[config.mk]
export PLATFORM = sky130hd
export DESIGN_NAME = madc_mode_ctrl
export DESIGN_NICKNAME = d
export VERILOG_FILES = /design/src/pkg/madc_pkg.sv /design/src/hdl/madc_clk_div3.sv /design/src/hdl/madc_mode_ctrl.sv
export SDC_FILE = /design/constraint.sdc
export NUM_CORES = 1
export LEC_CHECK = 0
export ABC_AREA = 1
export BUFFER_PORTS_ARGS = -buffer_cell sky130_fd_sc_hd__clkbuf_2
export CAP_MARGIN = 20
export CELL_PAD_IN_SITES_DETAIL_PLACEMENT = 1
export CELL_PAD_IN_SITES_GLOBAL_PLACEMENT = 2
export CORE_UTILIZATION = 27
export DETAILED_ROUTE_END_ITERATION = 6
export PLACE_DENSITY_LB_ADDON = 0.1
export SETUP_SLACK_MARGIN = 0.2
export SYNTH_ARGS = -nofsm -noshare
export SYNTH_HDL_FRONTEND = slang
export SYNTH_SLANG_ARGS = --single-unit
[constraint.sdc]
create_clock -name i_ref_clk -period 2.1 [get_ports i_ref_clk]
set_input_delay 0.21 -clock i_ref_clk [delete_from_list [all_inputs] [get_ports i_ref_clk]]
set_output_delay 0.21 -clock i_ref_clk [all_outputs]
set_load 0.05 [all_outputs]
[src/pkg/madc_pkg.sv]
// Shared constants, types and helpers for the meter converter mode control block.
package madc_pkg;

  // APB geometry; register byte address is four times the register index.
  localparam int unsigned APB_AW = 12;
  localparam int unsigned APB_DW = 32;
  localparam logic [7:0] IDX_BOOST = 8'he0;
  localparam logic [7:0] IDX_CTRL = 8'he2;
  localparam logic [7:0] IDX_FUNC = 8'he4;
  localparam logic [7:0] IDX_RANGE = 8'he5;
  localparam logic [7:0] IDX_STATUS = 8'he6;
  localparam logic [7:0] IDX_RESULT = 8'he7;

  // Field positions in the converter control register.
  localparam int unsigned CTL_EN_BIT = 0;
  localparam int unsigned CTL_SPD_BIT = 1;
  localparam int unsigned CTL_CUR_BIT = 2;
  localparam int unsigned CTL_RSV_BIT = 3;

  // Values after reset and after sleep entry.
  localparam logic [3:0] CTRL_RESET = 4'h0;
  localparam logic [2:0] FUNC_RESET = 3'h0;
  localparam logic [2:0] RANGE_RESET = 3'h0;
  localparam logic BOOST_RESET = 1'b0;
  localparam logic POL_RESET = 1'b1;

  // Measurement function codes.
  localparam logic [2:0] FN_DCV = 3'h0;
  localparam logic [2:0] FN_ACV = 3'h1;
  localparam logic [2:0] FN_DCA = 3'h2;
  localparam logic [2:0] FN_ACA = 3'h3;
  localparam logic [2:0] FN_RES = 3'h4;
  localparam logic [2:0] FN_CONTINUITY_MODE = 3'h5;
  localparam logic [2:0] FN_NONE = 3'h6;
  localparam logic [2:0] FN_ADAPTER_MODE = 3'h7;
  // Range code used by the unassigned function code.
  localparam logic [2:0] RANGE_NONE_FIXED = 3'h1;

  // Converter clock: oscillator divided by three.
  localparam int unsigned OSC_HZ = 32768;
  localparam int unsigned OSC_DIV = 3;
  localparam int unsigned CONV_HZ = OSC_HZ / OSC_DIV;

  // Phase lengths in converter clocks; conversion periods in milliseconds and in converter clocks.
  localparam int unsigned CNT_W = 14;
  localparam int unsigned INPUT_CLKS = 2185;
  localparam int unsigned SLOW_MAX_COUNT = 4370;
  localparam int unsigned FAST_MAX_COUNT = 441;
  localparam int unsigned AZ_CLKS_DEFAULT = 400;
  localparam int unsigned SLOW_CONV_MS = 400;
  localparam int unsigned FAST_CONV_MS = 100;
  localparam int unsigned SLOW_CONV_CLKS = SLOW_CONV_MS * CONV_HZ / 1000;
  localparam int unsigned FAST_CONV_CLKS = FAST_CONV_MS * CONV_HZ / 1000;

  // Conversion phases.
  typedef enum logic [2:0] {
    PH_IDLE,
    PH_AUTOZERO,
    PH_INPUT,
    PH_REVERSE,
    PH_WAIT
  } madc_phase_t;

  // APB request from the master.
  typedef struct packed {
    logic psel;
    logic penable;
    logic pwrite;
    logic [APB_AW-1:0] paddr;
    logic [APB_DW-1:0] pwdata;
  } madc_apb_req_t;

  // Stored converter settings.
  typedef struct packed {
    logic rsv;
    logic cur_high;
    logic fast;
    logic en;
    logic [2:0] func;
    logic [2:0] range;
  } madc_cfg_t;

  // Switch controls toward the analog front end.
  typedef struct packed {
    logic amp_on;
    logic comp_on;
    logic in_voltage;
    logic in_high_current;
    logic in_low_current;
    logic in_resistance;
    logic res_pin_a;
    logic res_pin_b;
    logic res_pin_c;
    logic booster_en;
    logic buzzer;
    logic [2:0] eff_range;
    logic [1:0] continuity_mode_thresh;
  } madc_ana_t;

  // True for the two modes that judge polarity.
  function automatic logic is_dc(input logic [2:0] f);
    is_dc = (f == FN_DCV) || (f == FN_DCA);
  endfunction : is_dc

  // True for the modes that measure resistance.
  function automatic logic is_res(input logic [2:0] f);
    is_res = (f == FN_RES) || (f == FN_CONTINUITY_MODE);
  endfunction : is_res

  // True for the current modes.
  function automatic logic is_cur(input logic [2:0] f);
    is_cur = (f == FN_DCA) || (f == FN_ACA);
  endfunction : is_cur

  // Range configuration actually applied for a function and range code.
  function automatic logic [2:0] eff_range(input logic [2:0] f, input logic [2:0] r);
    if (is_cur(f) || (f == FN_ADAPTER_MODE)) begin
      eff_range = 3'h0;
    end else if (f == FN_NONE) begin
      eff_range = RANGE_NONE_FIXED;
    end else if (f == FN_CONTINUITY_MODE) begin
      eff_range = {2'h0, r[1]};
    end else begin
      eff_range = r;
    end
  endfunction : eff_range

endpackage : madc_pkg

[src/hdl/madc_clk_div3.sv]
// Divider that turns oscillator rising edges into converter clock enable pulses.
`timescale 1ns/10ps
module madc_clk_div3 #(
  parameter int unsigned DIV = madc_pkg::OSC_DIV
) (
  // Clock and reset.
  input wire logic i_ref_clk,
  input wire logic i_nrst,
  // Oscillator level and divided enable.
  input wire logic i_osc_input,
  output logic o_tick
);
  import madc_pkg::*;

  if (DIV < 2 || DIV > 255) begin : g_bad_div
    $error("Divider ratio must be between 2 and 255.");
  end

  logic osc_q;
  logic [7:0] div_q;
  logic osc_rise;

  // The oscillator is already synchronous, so one stage finds its edges.
  assign osc_rise = i_osc_input & ~osc_q;

  // Count three oscillator edges per converter clock.
  always_ff @(posedge i_ref_clk) begin
    if (!i_nrst) begin
      osc_q <= 1'b0;
      div_q <= 8'h00;
      o_tick <= 1'b0;
    end else begin
      osc_q <= i_osc_input;
      o_tick <= 1'b0;
      if (osc_rise) begin
        if (div_q == 8'(DIV - 1)) begin
          div_q <= 8'h00;
          o_tick <= 1'b1;
        end else begin
          div_q <= div_q + 8'h01;
        end
      end
    end
  end
endmodule : madc_clk_div3

[src/hdl/madc_mode_ctrl.sv]
// Mode, range and phase control for the dual-slope converter behind an APB port.
//
// Implementation choice: the APB interface to the registers.
`timescale 1ns/10ps
module madc_mode_ctrl #(
  parameter int unsigned P_SLOW_CONV_CLKS = madc_pkg::SLOW_CONV_CLKS,
  parameter int unsigned P_AZ_CLKS = madc_pkg::AZ_CLKS_DEFAULT
) (
  // Clock and reset.
  input wire logic i_ref_clk,
  input wire logic i_nrst,
  // APB slave.
  input madc_pkg::madc_apb_req_t i_apb,
  output logic [31:0] o_prdata,
  output logic o_pready,
  output logic o_pslverr,
  // Oscillator and power state.
  input wire logic i_osc_input,
  input wire logic i_sleep,
  // Analog judgements.
  input wire logic i_zero_cross,
  input wire logic i_polarity_neg,
  input wire logic i_continuity_mode_judge,
  // Front end controls and phase.
  output madc_pkg::madc_ana_t o_ana,
  output madc_pkg::madc_phase_t o_phase,
  output logic o_conv_event
);
  import madc_pkg::*;

  if (P_SLOW_CONV_CLKS < 2 || P_SLOW_CONV_CLKS >= (1 << CNT_W)) begin : g_bad_period
    $error("Slow conversion period does not fit the cycle counter.");
  end
  if (P_AZ_CLKS < 1 || P_AZ_CLKS >= (1 << CNT_W)) begin : g_bad_az
    $error("Auto-zero length does not fit the phase counter.");
  end

  madc_cfg_t cfg_q;
  logic boost_q;
  logic pol_q;
  logic [CNT_W-1:0] result_q;
  madc_phase_t phase_q;
  logic [CNT_W-1:0] ph_cnt_q;
  logic [CNT_W-1:0] cyc_q;
  logic tick;
  logic setup;
  logic acc_wr;
  logic [7:0] idx;
  logic mapped;
  logic cfg_wr;
  logic restart;
  logic restart_en;
  logic rev_done;
  logic polarity_flag;
  logic [CNT_W-1:0] max_count;
  logic [CNT_W-1:0] period;
  logic [31:0] rd_word;

  // Converter clock enable from the oscillator.
  madc_clk_div3 #(
    .DIV(OSC_DIV)
  ) u_div (
    .i_ref_clk(i_ref_clk),
    .i_nrst(i_nrst),
    .i_osc_input(i_osc_input),
    .o_tick(tick)
  );

  // Bus decode; an access is always answered one cycle after setup.
  assign setup = i_apb.psel & ~i_apb.penable;
  assign acc_wr = i_apb.psel & i_apb.penable & o_pready & i_apb.pwrite & ~o_pslverr;
  assign idx = i_apb.paddr[9:2];
  assign mapped = (i_apb.paddr[1:0] == 2'h0) && (i_apb.paddr[11:10] == 2'h0) &&
                  ((idx == IDX_BOOST) || (idx == IDX_CTRL) || (idx == IDX_FUNC) ||
                   (idx == IDX_RANGE) || (idx == IDX_STATUS) || (idx == IDX_RESULT));

  // Writes are dropped while asleep because the registers are held clear then.
  assign cfg_wr = acc_wr & ~i_sleep &
                  ((idx == IDX_CTRL) || (idx == IDX_FUNC) || (idx == IDX_RANGE));
  assign restart = cfg_wr | i_sleep;
  // Enable that the conversion sees after this cycle's write.
  assign restart_en = ~i_sleep &
                      ((idx == IDX_CTRL) ? i_apb.pwdata[CTL_EN_BIT] : cfg_q.en);

  // Phase limits follow the speed bit.
  assign max_count = cfg_q.fast ? CNT_W'(FAST_MAX_COUNT) : CNT_W'(SLOW_MAX_COUNT);
  assign period = cfg_q.fast ? CNT_W'(FAST_CONV_CLKS) : CNT_W'(P_SLOW_CONV_CLKS);
  assign rev_done = tick && (phase_q == PH_REVERSE) &&
                    (i_zero_cross || (ph_cnt_q == max_count - CNT_W'(1)));

  // Polarity is only meaningful in the DC modes; adapter mode never judges it.
  assign polarity_flag = is_dc(cfg_q.func) ? pol_q : 1'b1;

  // Read mux; unused upper bits of every register read as zero.
  always_comb begin
    rd_word = 32'h0000_0000;
    unique case (idx)
      IDX_BOOST: rd_word[0] = boost_q;
      IDX_CTRL: rd_word[3:0] = {cfg_q.rsv, cfg_q.cur_high, cfg_q.fast, cfg_q.en};
      IDX_FUNC: rd_word[2:0] = cfg_q.func;
      IDX_RANGE: rd_word[2:0] = cfg_q.range;
      IDX_STATUS: rd_word[4:0] = {i_continuity_mode_judge, polarity_flag, 3'(phase_q)};
      IDX_RESULT: rd_word[CNT_W-1:0] = result_q;
      default: rd_word = 32'h0000_0000;
    endcase
  end

  // Bus answer: ready rises in the cycle after setup, error flags unmapped words.
  always_ff @(posedge i_ref_clk) begin
    if (!i_nrst) begin
      o_pready <= 1'b0;
      o_pslverr <= 1'b0;
      o_prdata <= 32'h0000_0000;
    end else begin
      o_pready <= setup;
      if (setup) begin
        o_pslverr <= ~mapped;
        o_prdata <= mapped ? rd_word : 32'h0000_0000;
      end else if (!i_apb.psel) begin
        o_pslverr <= 1'b0;
      end
    end
  end

  // Settings registers; sleep holds them at their reset values.
  always_ff @(posedge i_ref_clk) begin
    if (!i_nrst) begin
      cfg_q <= {CTRL_RESET, FUNC_RESET, RANGE_RESET};
      boost_q <= BOOST_RESET;
    end else if (i_sleep) begin
      cfg_q <= {CTRL_RESET, FUNC_RESET, RANGE_RESET};
      boost_q <= BOOST_RESET;
    end else if (acc_wr) begin
      unique case (idx)
        IDX_BOOST: boost_q <= i_apb.pwdata[0];
        IDX_CTRL: begin
          // The reserved bit is stored as written; nothing but the read mux uses it.
          cfg_q.rsv <= i_apb.pwdata[CTL_RSV_BIT];
          cfg_q.cur_high <= i_apb.pwdata[CTL_CUR_BIT];
          cfg_q.fast <= i_apb.pwdata[CTL_SPD_BIT];
          cfg_q.en <= i_apb.pwdata[CTL_EN_BIT];
        end
        IDX_FUNC: cfg_q.func <= i_apb.pwdata[2:0];
        IDX_RANGE: cfg_q.range <= i_apb.pwdata[2:0];
        default: begin
        end
      endcase
    end
  end

  // Phase sequencer; a settings write with enable set restarts from auto-zero at once, one with enable clear goes idle.
  always_ff @(posedge i_ref_clk) begin
    if (!i_nrst) begin
      phase_q <= PH_IDLE;
      ph_cnt_q <= '0;
      cyc_q <= '0;
    end else if (restart) begin
      phase_q <= restart_en ? PH_AUTOZERO : PH_IDLE;
      ph_cnt_q <= '0;
      cyc_q <= '0;
    end else if (tick) begin
      if (cyc_q != {CNT_W{1'b1}}) begin
        cyc_q <= cyc_q + CNT_W'(1);
      end
      ph_cnt_q <= ph_cnt_q + CNT_W'(1);
      unique case (phase_q)
        PH_IDLE: ph_cnt_q <= '0;
        PH_AUTOZERO: begin
          if (ph_cnt_q == CNT_W'(P_AZ_CLKS - 1)) begin
            phase_q <= PH_INPUT;
            ph_cnt_q <= '0;
          end
        end
        PH_INPUT: begin
          if (ph_cnt_q == CNT_W'(INPUT_CLKS - 1)) begin
            phase_q <= PH_REVERSE;
            ph_cnt_q <= '0;
          end
        end
        PH_REVERSE: begin
          if (rev_done) begin
            phase_q <= PH_WAIT;
            ph_cnt_q <= '0;
          end
        end
        PH_WAIT: begin
          // The fast period is shorter than one input phase, so it restarts at once.
          if (cyc_q >= period - CNT_W'(1)) begin
            phase_q <= PH_AUTOZERO;
            ph_cnt_q <= '0;
            cyc_q <= '0;
          end
        end
      endcase
    end
  end

  // Result count and polarity caught when reverse integration ends.
  always_ff @(posedge i_ref_clk) begin
    if (!i_nrst || i_sleep) begin
      result_q <= '0;
      pol_q <= POL_RESET;
    end else if (rev_done && !restart) begin
      result_q <= ph_cnt_q;
      pol_q <= ~i_polarity_neg;
    end
  end

  // Event pulse on a finished conversion, or when a restart cuts a running one.
  always_ff @(posedge i_ref_clk) begin
    if (!i_nrst) begin
      o_conv_event <= 1'b0;
    end else begin
      o_conv_event <= (rev_done && !restart) || (restart && (phase_q != PH_IDLE));
    end
  end

  // Front end switch settings, registered so every output comes from a flop.
  always_ff @(posedge i_ref_clk) begin
    if (!i_nrst) begin
      o_ana <= '0;
      o_phase <= PH_IDLE;
    end else begin
      o_phase <= phase_q;
      o_ana.amp_on <= (cfg_q.func == FN_ACV) || (cfg_q.func == FN_ACA);
      o_ana.comp_on <= cfg_q.func == FN_CONTINUITY_MODE;
      o_ana.in_voltage <= !is_cur(cfg_q.func) && !is_res(cfg_q.func);
      o_ana.in_high_current <= is_cur(cfg_q.func) && cfg_q.cur_high;
      o_ana.in_low_current <= is_cur(cfg_q.func) && !cfg_q.cur_high;
      o_ana.in_resistance <= is_res(cfg_q.func);
      if (is_res(cfg_q.func)) begin
        o_ana.res_pin_a <= (phase_q == PH_INPUT) || (phase_q == PH_REVERSE);
        o_ana.res_pin_b <= phase_q == PH_REVERSE;
        o_ana.res_pin_c <= 1'b0;
      end else begin
        // Outside resistance the speed bit picks the integration resistor.
        o_ana.res_pin_a <= !cfg_q.fast && ((phase_q == PH_INPUT) || (phase_q == PH_REVERSE));
        o_ana.res_pin_b <= 1'b0;
        o_ana.res_pin_c <= cfg_q.fast && ((phase_q == PH_INPUT) || (phase_q == PH_REVERSE));
      end
      o_ana.booster_en <= boost_q;
      o_ana.buzzer <= (cfg_q.func == FN_CONTINUITY_MODE) && cfg_q.en && i_continuity_mode_judge;
      o_ana.eff_range <= eff_range(cfg_q.func, cfg_q.range);
      o_ana.continuity_mode_thresh <= (cfg_q.func == FN_CONTINUITY_MODE) ? cfg_q.range[1:0] : 2'h0;
    end
  end
endmodule : madc_mode_ctrl

==> impl_metrics.csv, run 1 <==
group,metric,value,unit
floorplan,die-area,19600,um2
synthesis,synth_edf_count,0,
global_routing,gr-usage-all-layers,16.1,%
job,drv_cap,0,
worst_hold_path,whs_path_depth,2,
floorplan,ios,108,
detailed_routing,vias,4760,
synthesis,postSynthCellCount,713,
global_routing,grt_pass1_wl,24600,um
worst_hold_path,hp-class,"input pin to flop",
clocking,cts_tree,"done",
worst_setup_path,crit_type,"flop to flop",
floorplan,design.core.area,18700,um2
synthesis,ys.warnings.count,0,
sta,rsz0062_at_grt,"yes",
placement,gp_congestion,0.789,
worst_setup_path,cpPeakStageDelay,0.37,ns
power,ir_drop,0.381,mV
final_layout,antenna_cells,0,
worst_setup_path,cp-end-kind,"flop",
sta,max_freq,527,MHz
worst_setup_path,cp-start-kind,"flop",
detailed_routing,firstDrtPassIters,4,
sta,finalSetupViolations,0,
worst_setup_path,worst-r2r-cell-count,10,
detailed_routing,drt_iter0_markers,167,
worst_setup_path,required,2.35,ns
placement,portBuffers,61,
clocking,clkSinkCount,103,
power,powerDensity,636,nW/um2
synthesis,syn_avg_cell_area,7.23,um2
detailed_routing,vias_per_cell,4.59,
sta,fin_crit,1.90,ns
detailed_routing,wl_per_cell,15.0,um
worst_setup_path,crit_chain,"ha_2 -> nand2_1 -> nor2_4 -> nand3_2 -> nand3b_1 -> nor2_2 -> nor2_1 -> nand2_1 -> xor2_2 -> nor2_4",
global_routing,first_global_vias,4828,
worst_setup_path,cp_max_fo,4,
sta,hold_viol,0,
final_layout,syn_to_final_growth,23.4,%
clocking,path_clk_slew,0.08,ns
floorplan,num_rows,50,
floorplan,dieHeight,140,um
power,p_leak,2.63,nW
clocking,holdBufCountCts,0,
detailed_routing,wl,15500,um
worst_setup_path,critPathSlowestCell,"dfxtp_2",
power,power,4.05,mW
final_layout,drive_gt1_share,22.6,%
floorplan,die_x,140,um
synthesis,async_flop_share,0,%
worst_setup_path,cp.arrival,2.15,ns
clocking,ctsLongestPathBuffers,2,
run_status,outcome,"finished, final reports clean",
clocking,numCtsBuffers,9,
global_routing,antenna_found_initial,0,
synthesis,synth_seq_cells,103,
clocking,ctsHtreeMaxLevel,3,
global_routing,grt_max_degree,28,
sta,slew_violations,0,
synthesis,synthDistinctLibCells,47,
clocking,clock_latency,0.36,ns
synthesis,ys.flop_type,"dfxtp_1",
worst_setup_path,r2r-start,"cyc_q[0]",
final_layout,fin_nets,862,
worst_setup_path,regToRegSetupSlack,0.20,ns
detailed_routing,drc,0,
clocking,root_buffer,"clkbuf_16",
sta,finalCritPeriodShare,90.4,%
synthesis,syn_area,5150,um2
floorplan,initial_utilization,27.6,%
detailed_routing,antenna_left,0,
worst_hold_path,hold_path.startpoint,"i_polarity_neg",
sta,skew,0.00920,ns
synthesis,seq_area_frac_synth,40.0,%
placement,place_hpwl,11500,um
global_routing,grt-ovfl-total,0,
worst_setup_path,rr_endpoint,"cyc_q[5]",
worst_hold_path,whs_endpoint,"pol_q",
sta,final.setup.tns,0,ns
## layout make-up
cell class	instances	area, um2
fill	2342	12300
multi-input combinational	492	2730
sequential	103	2070
timing repair buffer	88	566
inverter	103	393
tap	234	293
clock buffer	9	225
clock inverter	7	86.3
## sequential cells by signal, summed over array words and instances (netlist names), 3 cells and up
register and cells:
cfg_q 10, result_q 14, o_ana 16, u_div.div_q 8
phase_q 3, cyc_q 14, ph_cnt_q 14, o_phase 3
o_prdata 14
## cells in the final DEF (no fill, tap or decap), types with 13 or more instances in the layout
master,Yosys,routed
clkbuf_2,0,61
dfxtp_1,103,97
o21ai_0,30,30
buf_4,20,21
nor3_1,13,13
conb_1,1,18
xor2_1,21,20
nand2_1,140,137
nor2_1,88,83
inv_1,92,91
a21oi_1,62,57
nand3_1,38,32
## where the power goes
| part | internal [mW] | switching [mW] |
|---|---|---|
| logic | 0.0646 | 0.209 |
| registers | 1.96 | 0.00725 |
| clock network | 0.952 | 0.853 |
| total | 2.98 | 1.07 |
## layer usage
layer  wire length [um]  part of all wire (%)  track usage (%)
met1               7280                    47             19.8
met2               7650                    49             28.4
met3                339                   2.2             2.29
met4                252                   1.6             5.55
met5                  0                     0                0
## cell usage after synthesis, drive strengths merged (4+ instances only)
library cell	n	area share, %
nor3	15	1.7
dfxtp	103	40
nand2	146	11
nand4	10	1.3
ha	11	2.7
nand3	41	4.4
clkbuf	4	0.29
a21oi	63	6.2
a211oi	8	1.5
o22ai	4	0.49
xor2	21	3.6
o21ai	37	3.7
inv	103	7.5
nor2	100	8.6
buf	29	4.4
## per-stage QoR
| step | cells | instance area (um2) | hold slack, ns | utilization [%] | worst slack [ns] |
|---|---|---|---|---|---|
| final | 1036 | 6360 | 0.0497 | 34.0 | 0.202 |
| after global placement | 1010 | 5720 | 0.409 | 30.6 | 0.134 |
| after floorplan | 730 | 5220 | 0.308 | - | 0.280 |
| after detailed placement | 1010 | 5720 | 0.423 | 30.6 | 0.0690 |
| after global routing | 1036 | 6360 | 0.0432 | 34.0 | 0.0752 |
| after CTS | 1028 | 6080 | 0.0359 | 32.5 | 0.199 |
## critical path: cells and delay by family (launching register included)
family                   cells  cell delay, ns
XOR/XNOR                     1            0.20
flip-flops                   1            0.37
AND/OR/NAND/NOR              8            1.01
adder cells (fa/ha/maj)      1            0.21
## timing repair
| item | in CTS | in global routing |
|---|---|---|
| setup endpoints to repair | 26 | 46 |
| pin swaps | 5 | 18 |
| resized for setup | 9 | 39 |
| gates cloned | 0 | 2 |
| buffers inserted | 2 | 6 |
## how the worst max path moves through the flow
stage	endpoint	slack, ns	startpoint	depth (start not counted)
final	cyc_q[5]	0.20	cyc_q[0]	10
after global routing	cyc_q[5]	0.08	cyc_q[0]	10
after CTS	cyc_q[2]	0.20	cfg_q[7]	13
after detailed placement	cyc_q[2]	0.07	cfg_q[7]	13
after global placement	cyc_q[2]	0.13	cfg_q[7]	13
after floorplan	ph_cnt_q[6]	0.28	cfg_q[7]	12
## kinds of logic (layout without fill, tap and decap cells)
logic type | count (synthesis) | after routing | synth area share [%]
DFF | 103 | 103 | 40.0
buffers and inverters | 136 | 207 | 12.2
other | 1 | 18 | 0.0727
and+or+nand+nor | 319 | 320 | 28.0
AOI/OAI and AO/OA | 121 | 121 | 13.3
xor gates and xnor gates | 22 | 22 | 3.74
adders and majority gates | 11 | 11 | 2.67
Note: power is estimated with default switching activity, not from simulation.
==> inputs of run 2 (changes only) <==
--- a/config.mk
+++ b/config.mk
@@ -5,7 +5,7 @@
 export SDC_FILE = /design/constraint.sdc
 export NUM_CORES = 1
 export LEC_CHECK = 0
-export ABC_AREA = 1
+export ABC_AREA = 0
 export BUFFER_PORTS_ARGS = -buffer_cell sky130_fd_sc_hd__clkbuf_2
 export CAP_MARGIN = 20
 export CELL_PAD_IN_SITES_DETAIL_PLACEMENT = 1
==> run 2 against run 1 <==
  * Total power rose by 2.4%
  * The flow now finishes with violations (design-rule violations, negative setup slack)
  * Core utilization rose by 2.1 points
  * Critical path depth fell by 1
  * Critical path type unchanged
  * Fmax fell by 9.7%
  * Critical endpoint is now result_q[13]
  * Setup slack got worse by 0.20 ns
  * Flip-flop and latch count did not move
  * Hold slack got worse by 0.012 ns
  * Register-to-register slack got worse by 0.20 ns
  * Clock-buffer cell count rose by 2
  * Die area fell by 1.4%
  * Largest cell class unchanged
  * Highest routed layer unchanged
  * Synthesized cell count fell by 17%
==> impl_metrics.csv, run 2 <==
group,metric,value,unit
run_status,outcome,"finished with violations",
run_status,violations,"design-rule violations, negative setup slack",
worst_setup_path,path_buf_inv,2,
final_layout,layout_common_cells,"dfxtp_1 (96), nor2_1 (76), buf_4 (72), nand2_1 (62), clkbuf_2 (61)",
sta,finalSetupViolations,2,
final_layout,final_area,6570,um2
synthesis,async_flop_share,0,%
sta,max_freq,476,MHz
sta,finalCritPeriodShare,100,%
floorplan,num_rows,49,
final_layout,regMostFlops,"o_ana",
global_routing,antenna_found_initial,0,
power,p_sw_share,24.5,%
detailed_routing,drc,8,
worst_hold_path,hp-class,"input pin to flop",
synthesis,synth.most_common_cell,"dfxtp_1",
detailed_routing,antenna_left,0,
sta,setup_ws,-0.00239,ns
job,drv_cap,0,
worst_setup_path,critPathSlowestCell,"dfxtp_4",
floorplan,dieHeight,139,um
worst_setup_path,cp-end-kind,"flop",
power,p_switching,1.02,mW
worst_setup_path,crit_type,"flop to flop",
detailed_routing,vias_per_cell,4.89,
floorplan,initial_utilization,27.9,%
global_routing,grt_pass1_wl,24700,um
final_layout,antenna_cells,0,
sta,final.setup.tns,-0.00469,ns
floorplan,ios,108,
floorplan,die_x,139,um
synthesis,syn_avg_cell_area,8.61,um2
synthesis,synth_common_cells,"dfxtp_1 (103), nor2_1 (77), nand2_1 (63)",
worst_setup_path,cp.arrival,2.34,ns
worst_setup_path,required,2.34,ns
power,intPower,3.13,mW
synthesis,ys.warnings.count,0,
clocking,path_clk_slew,0.07,ns
power,p_leak,2.58,nW
synthesis,postSynthCellCount,590,
power,pwr-share-clk,45.6,%
detailed_routing,firstDrtPassIters,6,
synthesis,seq_area_frac_synth,40.6,%
detailed_routing,wl,15000,um
synthesis,synth_edf_count,0,
detailed_routing,drt_iter0_markers,164,
worst_setup_path,regToRegSetupSlack,-0.002,ns
floorplan,design.core.area,18200,um2
detailed_routing,vias,4549,
sta,skew,0.00988,ns
sta,fin_crit,2.10,ns
final_layout,layout.cells.most_common,"dfxtp_1",
final_layout,drive_gt1_share,29.3,%
sta,slew_violations,0,
final_layout,largest_reg_flops,16,
power,powerDensity,631,nW/um2
synthesis,synth_seq_cells,103,
clocking,numCtsBuffers,9,
clocking,holdBufCountCts,0,
clocking,ctsLongestPathBuffers,2,
synthesis,syn_area,5080,um2
worst_setup_path,cpPeakStageDelay,0.39,ns
synthesis,yosys-top-cells-area,"dfxtp_1 (41%), nor2_1 (5.7%), mux2i_1 (5.3%)",
final_layout,syn_to_final_growth,29.2,%
sta,hold_viol,0,
placement,dp.cells,910,
global_routing,grt-ovfl-total,0,
final_layout,fin_nets,762,
synthesis,synthDistinctLibCells,67,
final_layout,final_cells,931,
placement,place_hpwl,11500,um
global_routing,grt_max_degree,28,
global_routing,first_global_vias,4776,
power,pwr-share-seq,47.5,%
clocking,ctsHtreeMaxLevel,3,
clocking,clkSinkCount,103,
detailed_routing,wl_per_cell,16.2,um
synthesis,ys.flop_type,"dfxtp_1",
placement,portBuffers,61,
global_routing,gr-usage-all-layers,16.1,%
synthesis,yosysTopAreaCellShare,40.6,%
worst_setup_path,worst-path-stages,9,
final_layout,final_core_util,36.1,%
placement,gp_congestion,0.750,
placement,placed_area,6030,um2
sta,slew_headroom,68.4,%
worst_setup_path,crit_chain,"ha_1 -> o21ai_1 -> nand2_1 -> a2111oi_4 -> and3_4 -> buf_6 -> nor3_4 -> buf_12 -> mux2i_1",
sta,timing.hold.ws,0.0381,ns
power,combPwrFrac,6.8,%
power,ir_drop,0.404,mV
synthesis,yosysTopAreaCell,"dfxtp_1",
worst_setup_path,cp_max_fo,13,
sta,rsz0062_at_grt,"yes",
worst_setup_path,worst-r2r-cell-count,9,
clocking,root_buffer,"clkbuf_16",
floorplan,die-area,19400,um2
clocking,clock_latency,0.36,ns
worst_setup_path,critPathTopFamily,"compound AO/OA/AOI/OAI gates",
sta,worstMarginPinSlew,0.463,ns
clocking,cts_tree,"done",
worst_hold_path,whs_path_depth,2,
worst_setup_path,cp-start-kind,"flop",
[run 2: area by class of cell]
type	instances	area, um2
clock inverters	5	87.6
well taps	229	287
multi-input cells	433	2930
fillers	2143	11600
flip-flops and latches	103	2080
clock buffers	11	243
inverters	14	55.1
repair buffers	136	888
[run 2: repair_timing]
item | 4_1_cts | 5_1_grt
gates resized for setup | 24 | 10
cloned | 0 | 0
setup buffers | 5 | 0
pin swaps | 9 | 3
endpoints found under the setup margin | 47 | 47
[run 2: cells by family (layout without fill, tap and decap cells)]
family | after synthesis | in the layout | synth area share [%]
AND/OR/NAND/NOR | 263 | 263 | 26.6
flip-flops | 103 | 103 | 40.6
AO/OA/AOI/OAI | 92 | 92 | 13.0
buffers and inverters | 71 | 166 | 7.58
multiplexers | 31 | 31 | 6.43
XOR/XNOR | 18 | 18 | 3.10
adder cells (fa/ha/maj) | 11 | 11 | 2.71
other | 1 | 18 | 0.0738
[run 2: final timing paths]
check                 startpoint            to
setup / recovery        cfg_q[7]  result_q[13]
hold / removal    i_polarity_neg         pol_q
setup reg to reg        cfg_q[7]  result_q[13]
hold reg to reg      result_q[9]   result_q[9]
[run 2: power by group through the flow]
stage / Combinational [mW] / Sequential, mW / Clock, mW
floorplan: 0.195 / 2.03 / 0
global placement: 0.272 / 2.02 / 0
detailed placement: 0.274 / 2.02 / 0
CTS: 0.282 / 1.97 / 1.96
global route: 0.304 / 1.97 / 2.03
finish: 0.283 / 1.97 / 1.89
[run 2: through the flow]
stage,setup slack [ns],power [mW]
floorplan,0.00935,2.22
global placement,-0.0919,2.29
detailed placement,-0.0890,2.29
CTS,-0.00750,4.22
global route,-0.116,4.30
finish,-0.00239,4.14
[run 2: metal layers]
layer  global-route usage, %  part of all wire, %  vias up  routed length, um
met5                       0                    0        -                  0
met4                    4.21                  1.0        0                155
met3                    3.66                  3.1       13                471
met2                    28.1                   48       63               7250
met1                    19.9                   48     2209               7160
li1                        -                    -     2264                  -
==> inputs of run 3 (changes only) <==
--- a/config.mk
+++ b/config.mk
@@ -13,6 +13,7 @@
 export CORE_UTILIZATION = 27
 export DETAILED_ROUTE_END_ITERATION = 6
 export PLACE_DENSITY_LB_ADDON = 0.1
+export RECOVER_POWER = 50
 export SETUP_SLACK_MARGIN = 0.2
 export SYNTH_ARGS = -nofsm -noshare
 export SYNTH_HDL_FRONTEND = slang
==> run 3 against run 2 <==
  * The flow still finishes with violations (design-rule violations, negative setup slack)
  * Core utilization shrank 0.31 points
  * Final cell count unchanged
  * Flip-flop and latch count is the same
  * Clock power about the same
  * Global-route usage unchanged
  * Hold slack is essentially flat
  * Clock-buffer cell count unchanged
  * Sequential power barely moved
  * Critical path type unchanged
  * Highest routed layer unchanged
==> impl_metrics.csv, run 3 (synthesis results as in run 2) <==
group,metric,value,unit
power,ir_drop,0.404,mV
worst_setup_path,critPathTopFamily,"compound AO/OA/AOI/OAI gates",
detailed_routing,wl_per_cell,16.2,um
floorplan,ios,108,
detailed_routing,vias_per_cell,4.89,
final_layout,fillers,2152,
power,p_leak,2.45,nW
clocking,path_clk_slew,0.07,ns
worst_setup_path,rr_endpoint,"result_q[13]",
worst_setup_path,worst-r2r-cell-count,9,
clocking,holdBufCountCts,0,
worst_setup_path,crit_type,"flop to flop",
sta,max_freq,476,MHz
global_routing,first_global_vias,4776,
final_layout,fin_nets,762,
detailed_routing,wl,15100,um
detailed_routing,firstDrtPassIters,6,
floorplan,dieHeight,139,um
sta,worstMarginPinSlew,0.704,ns
global_routing,grt_max_degree,28,
clocking,ctsLongestPathBuffers,2,
job,drv_cap,0,
sta,finalCritPeriodShare,100,%
worst_setup_path,cpPeakStageDelay,0.39,ns
worst_hold_path,whs_path_depth,2,
worst_setup_path,cp-end-kind,"flop",
sta,setup_ws,-0.00227,ns
sta,final.setup.tns,-0.00445,ns
worst_setup_path,required,2.34,ns
sta,skew,0.0101,ns
placement,placed_area,6030,um2
detailed_routing,antenna_left,0,
sta,rsz0062_at_grt,"yes",
run_status,violations,"design-rule violations, negative setup slack",
floorplan,num_rows,49,
final_layout,syn_to_final_growth,28.1,%
worst_setup_path,cp-start-kind,"flop",
worst_setup_path,regToRegSetupSlack,-0.002,ns
global_routing,antenna_found_initial,0,
detailed_routing,vias,4551,
worst_setup_path,critPathSlowestCell,"dfxtp_4",
final_layout,antenna_cells,0,
sta,slew_headroom,53.1,%
worst_hold_path,hold_path.startpoint,"i_polarity_neg",
worst_hold_path,hp-class,"input pin to flop",
worst_setup_path,crit_chain,"ha_1 -> o21ai_1 -> nand2_1 -> a2111oi_4 -> and3_4 -> buf_6 -> nor3_4 -> buf_12 -> mux2i_1",
global_routing,grt-ovfl-total,0,
power,powerDensity,636,nW/um2
worst_setup_path,r2r-start,"cfg_q[7]",
placement,gp_congestion,0.750,
global_routing,gr-usage-all-layers,16.1,%
floorplan,design.core.area,18200,um2
worst_setup_path,cp.arrival,2.34,ns
floorplan,die_x,139,um
clocking,cts_tree,"done",
sta,slew_violations,0,
floorplan,die-area,19400,um2
worst_hold_path,whs_endpoint,"pol_q",
clocking,root_buffer,"clkbuf_16",
clocking,clkSinkCount,103,
floorplan,initial_utilization,27.9,%
sta,finalSetupViolations,2,
final_layout,largest_reg_flops,16,
clocking,numCtsBuffers,9,
run_status,outcome,"finished with violations",
final_layout,final_area,6510,um2
clocking,clock_latency,0.36,ns
placement,portBuffers,61,
final_layout,layout.cells.most_common,"dfxtp_1",
sta,fin_crit,2.10,ns
placement,place_hpwl,11500,um
final_layout,regMostFlops,"o_ana",
sta,hold_viol,0,
worst_setup_path,cp_max_fo,13,
final_layout,layout_common_cells,"dfxtp_1 (96), nor2_1 (76), buf_4 (68), nand2_1 (62), clkbuf_1 (38)",
detailed_routing,drc,8,
global_routing,grt_pass1_wl,24700,um
detailed_routing,drt_iter0_markers,157,
final_layout,drive_gt1_share,24.1,%
worst_setup_path,path_buf_inv,2,
clocking,ctsHtreeMaxLevel,3,
==> run 3: cell type report <==
type | instances | area [um2] | share of cell area, %
clock inverter | 5 | 87.6 | 1.35
multi-input combinational | 433 | 2930 | 45.0
sequential | 103 | 2080 | 31.9
clock buffer | 11 | 243 | 3.73
timing repair buffer | 136 | 832 | 12.8
tap | 229 | 287 | 4.40
inverter | 14 | 55.1 | 0.846
==> run 3: worst max-delay path by stage <==
| stage | end | depth (start not counted) | from |
|---|---|---|---|
| CTS | result_q[12] | 9 | cfg_q[7] |
| detailed placement | cyc_q[13] | 9 | cfg_q[7] |
| global route | ph_cnt_q[3] | 8 | cfg_q[7] |
| floorplan | phase_q[1] | 9 | cfg_q[7] |
| finish | result_q[13] | 9 | cfg_q[7] |
| global placement | cyc_q[13] | 9 | cfg_q[7] |
==> run 3: metrics by stage <==
| step | instances | power, mW | utilization [%] | worst slack [ns] | hold slack (ns) |
|---|---|---|---|---|---|
| detailed placement | 910 | 2.29 | 33.1 | -0.0890 | 0.408 |
| finish | 931 | 4.14 | 35.8 | -0.00227 | 0.0383 |
| CTS | 931 | 4.22 | 35.8 | -0.00750 | 0.0225 |
| global placement | 910 | 2.29 | 33.1 | -0.0919 | 0.416 |
| floorplan | 607 | 2.22 | - | 0.00935 | 0.319 |
| global route | 931 | 4.30 | 35.8 | -0.116 | 0.0236 |
==> run 3: worst register-to-register path, stage by stage (launching register included) <==
cell       delay, ns
dfxtp_4         0.39
ha_1            0.32
o21ai_1         0.08
nand2_1         0.11
a2111oi_4       0.39
and3_4          0.26
buf_6           0.13
nor3_4          0.05
buf_12          0.15
mux2i_1         0.12
==> run 3: per-layer routing <==
metal	track usage, %	part of all wire (%)	vias to the layer above	routed length (um)
li1	-	-	2264	-
met1	19.9	48	2208	7170
met2	28.1	48	66	7270
met3	3.66	3.3	13	494
met4	4.21	1.0	0	155
met5	0	0	-	0
==> run 3: where the power goes <==
part | internal [mW] | total (mW) | switching, mW | leakage [nW]
sequential | 1.96 | 1.97 | 0.0108 | 0.835
clock | 1.09 | 1.89 | 0.800 | 0.158
combinational | 0.0743 | 0.280 | 0.206 | 1.46
total | 3.13 | 4.14 | 1.02 | 2.45
==> run 3: repair_timing <==
action | CTS | global route
setup endpoints to repair | 47 | 47
pin swaps | 9 | 3
cloned | 0 | 0
setup buffers | 5 | 0
resized for setup | 24 | 10
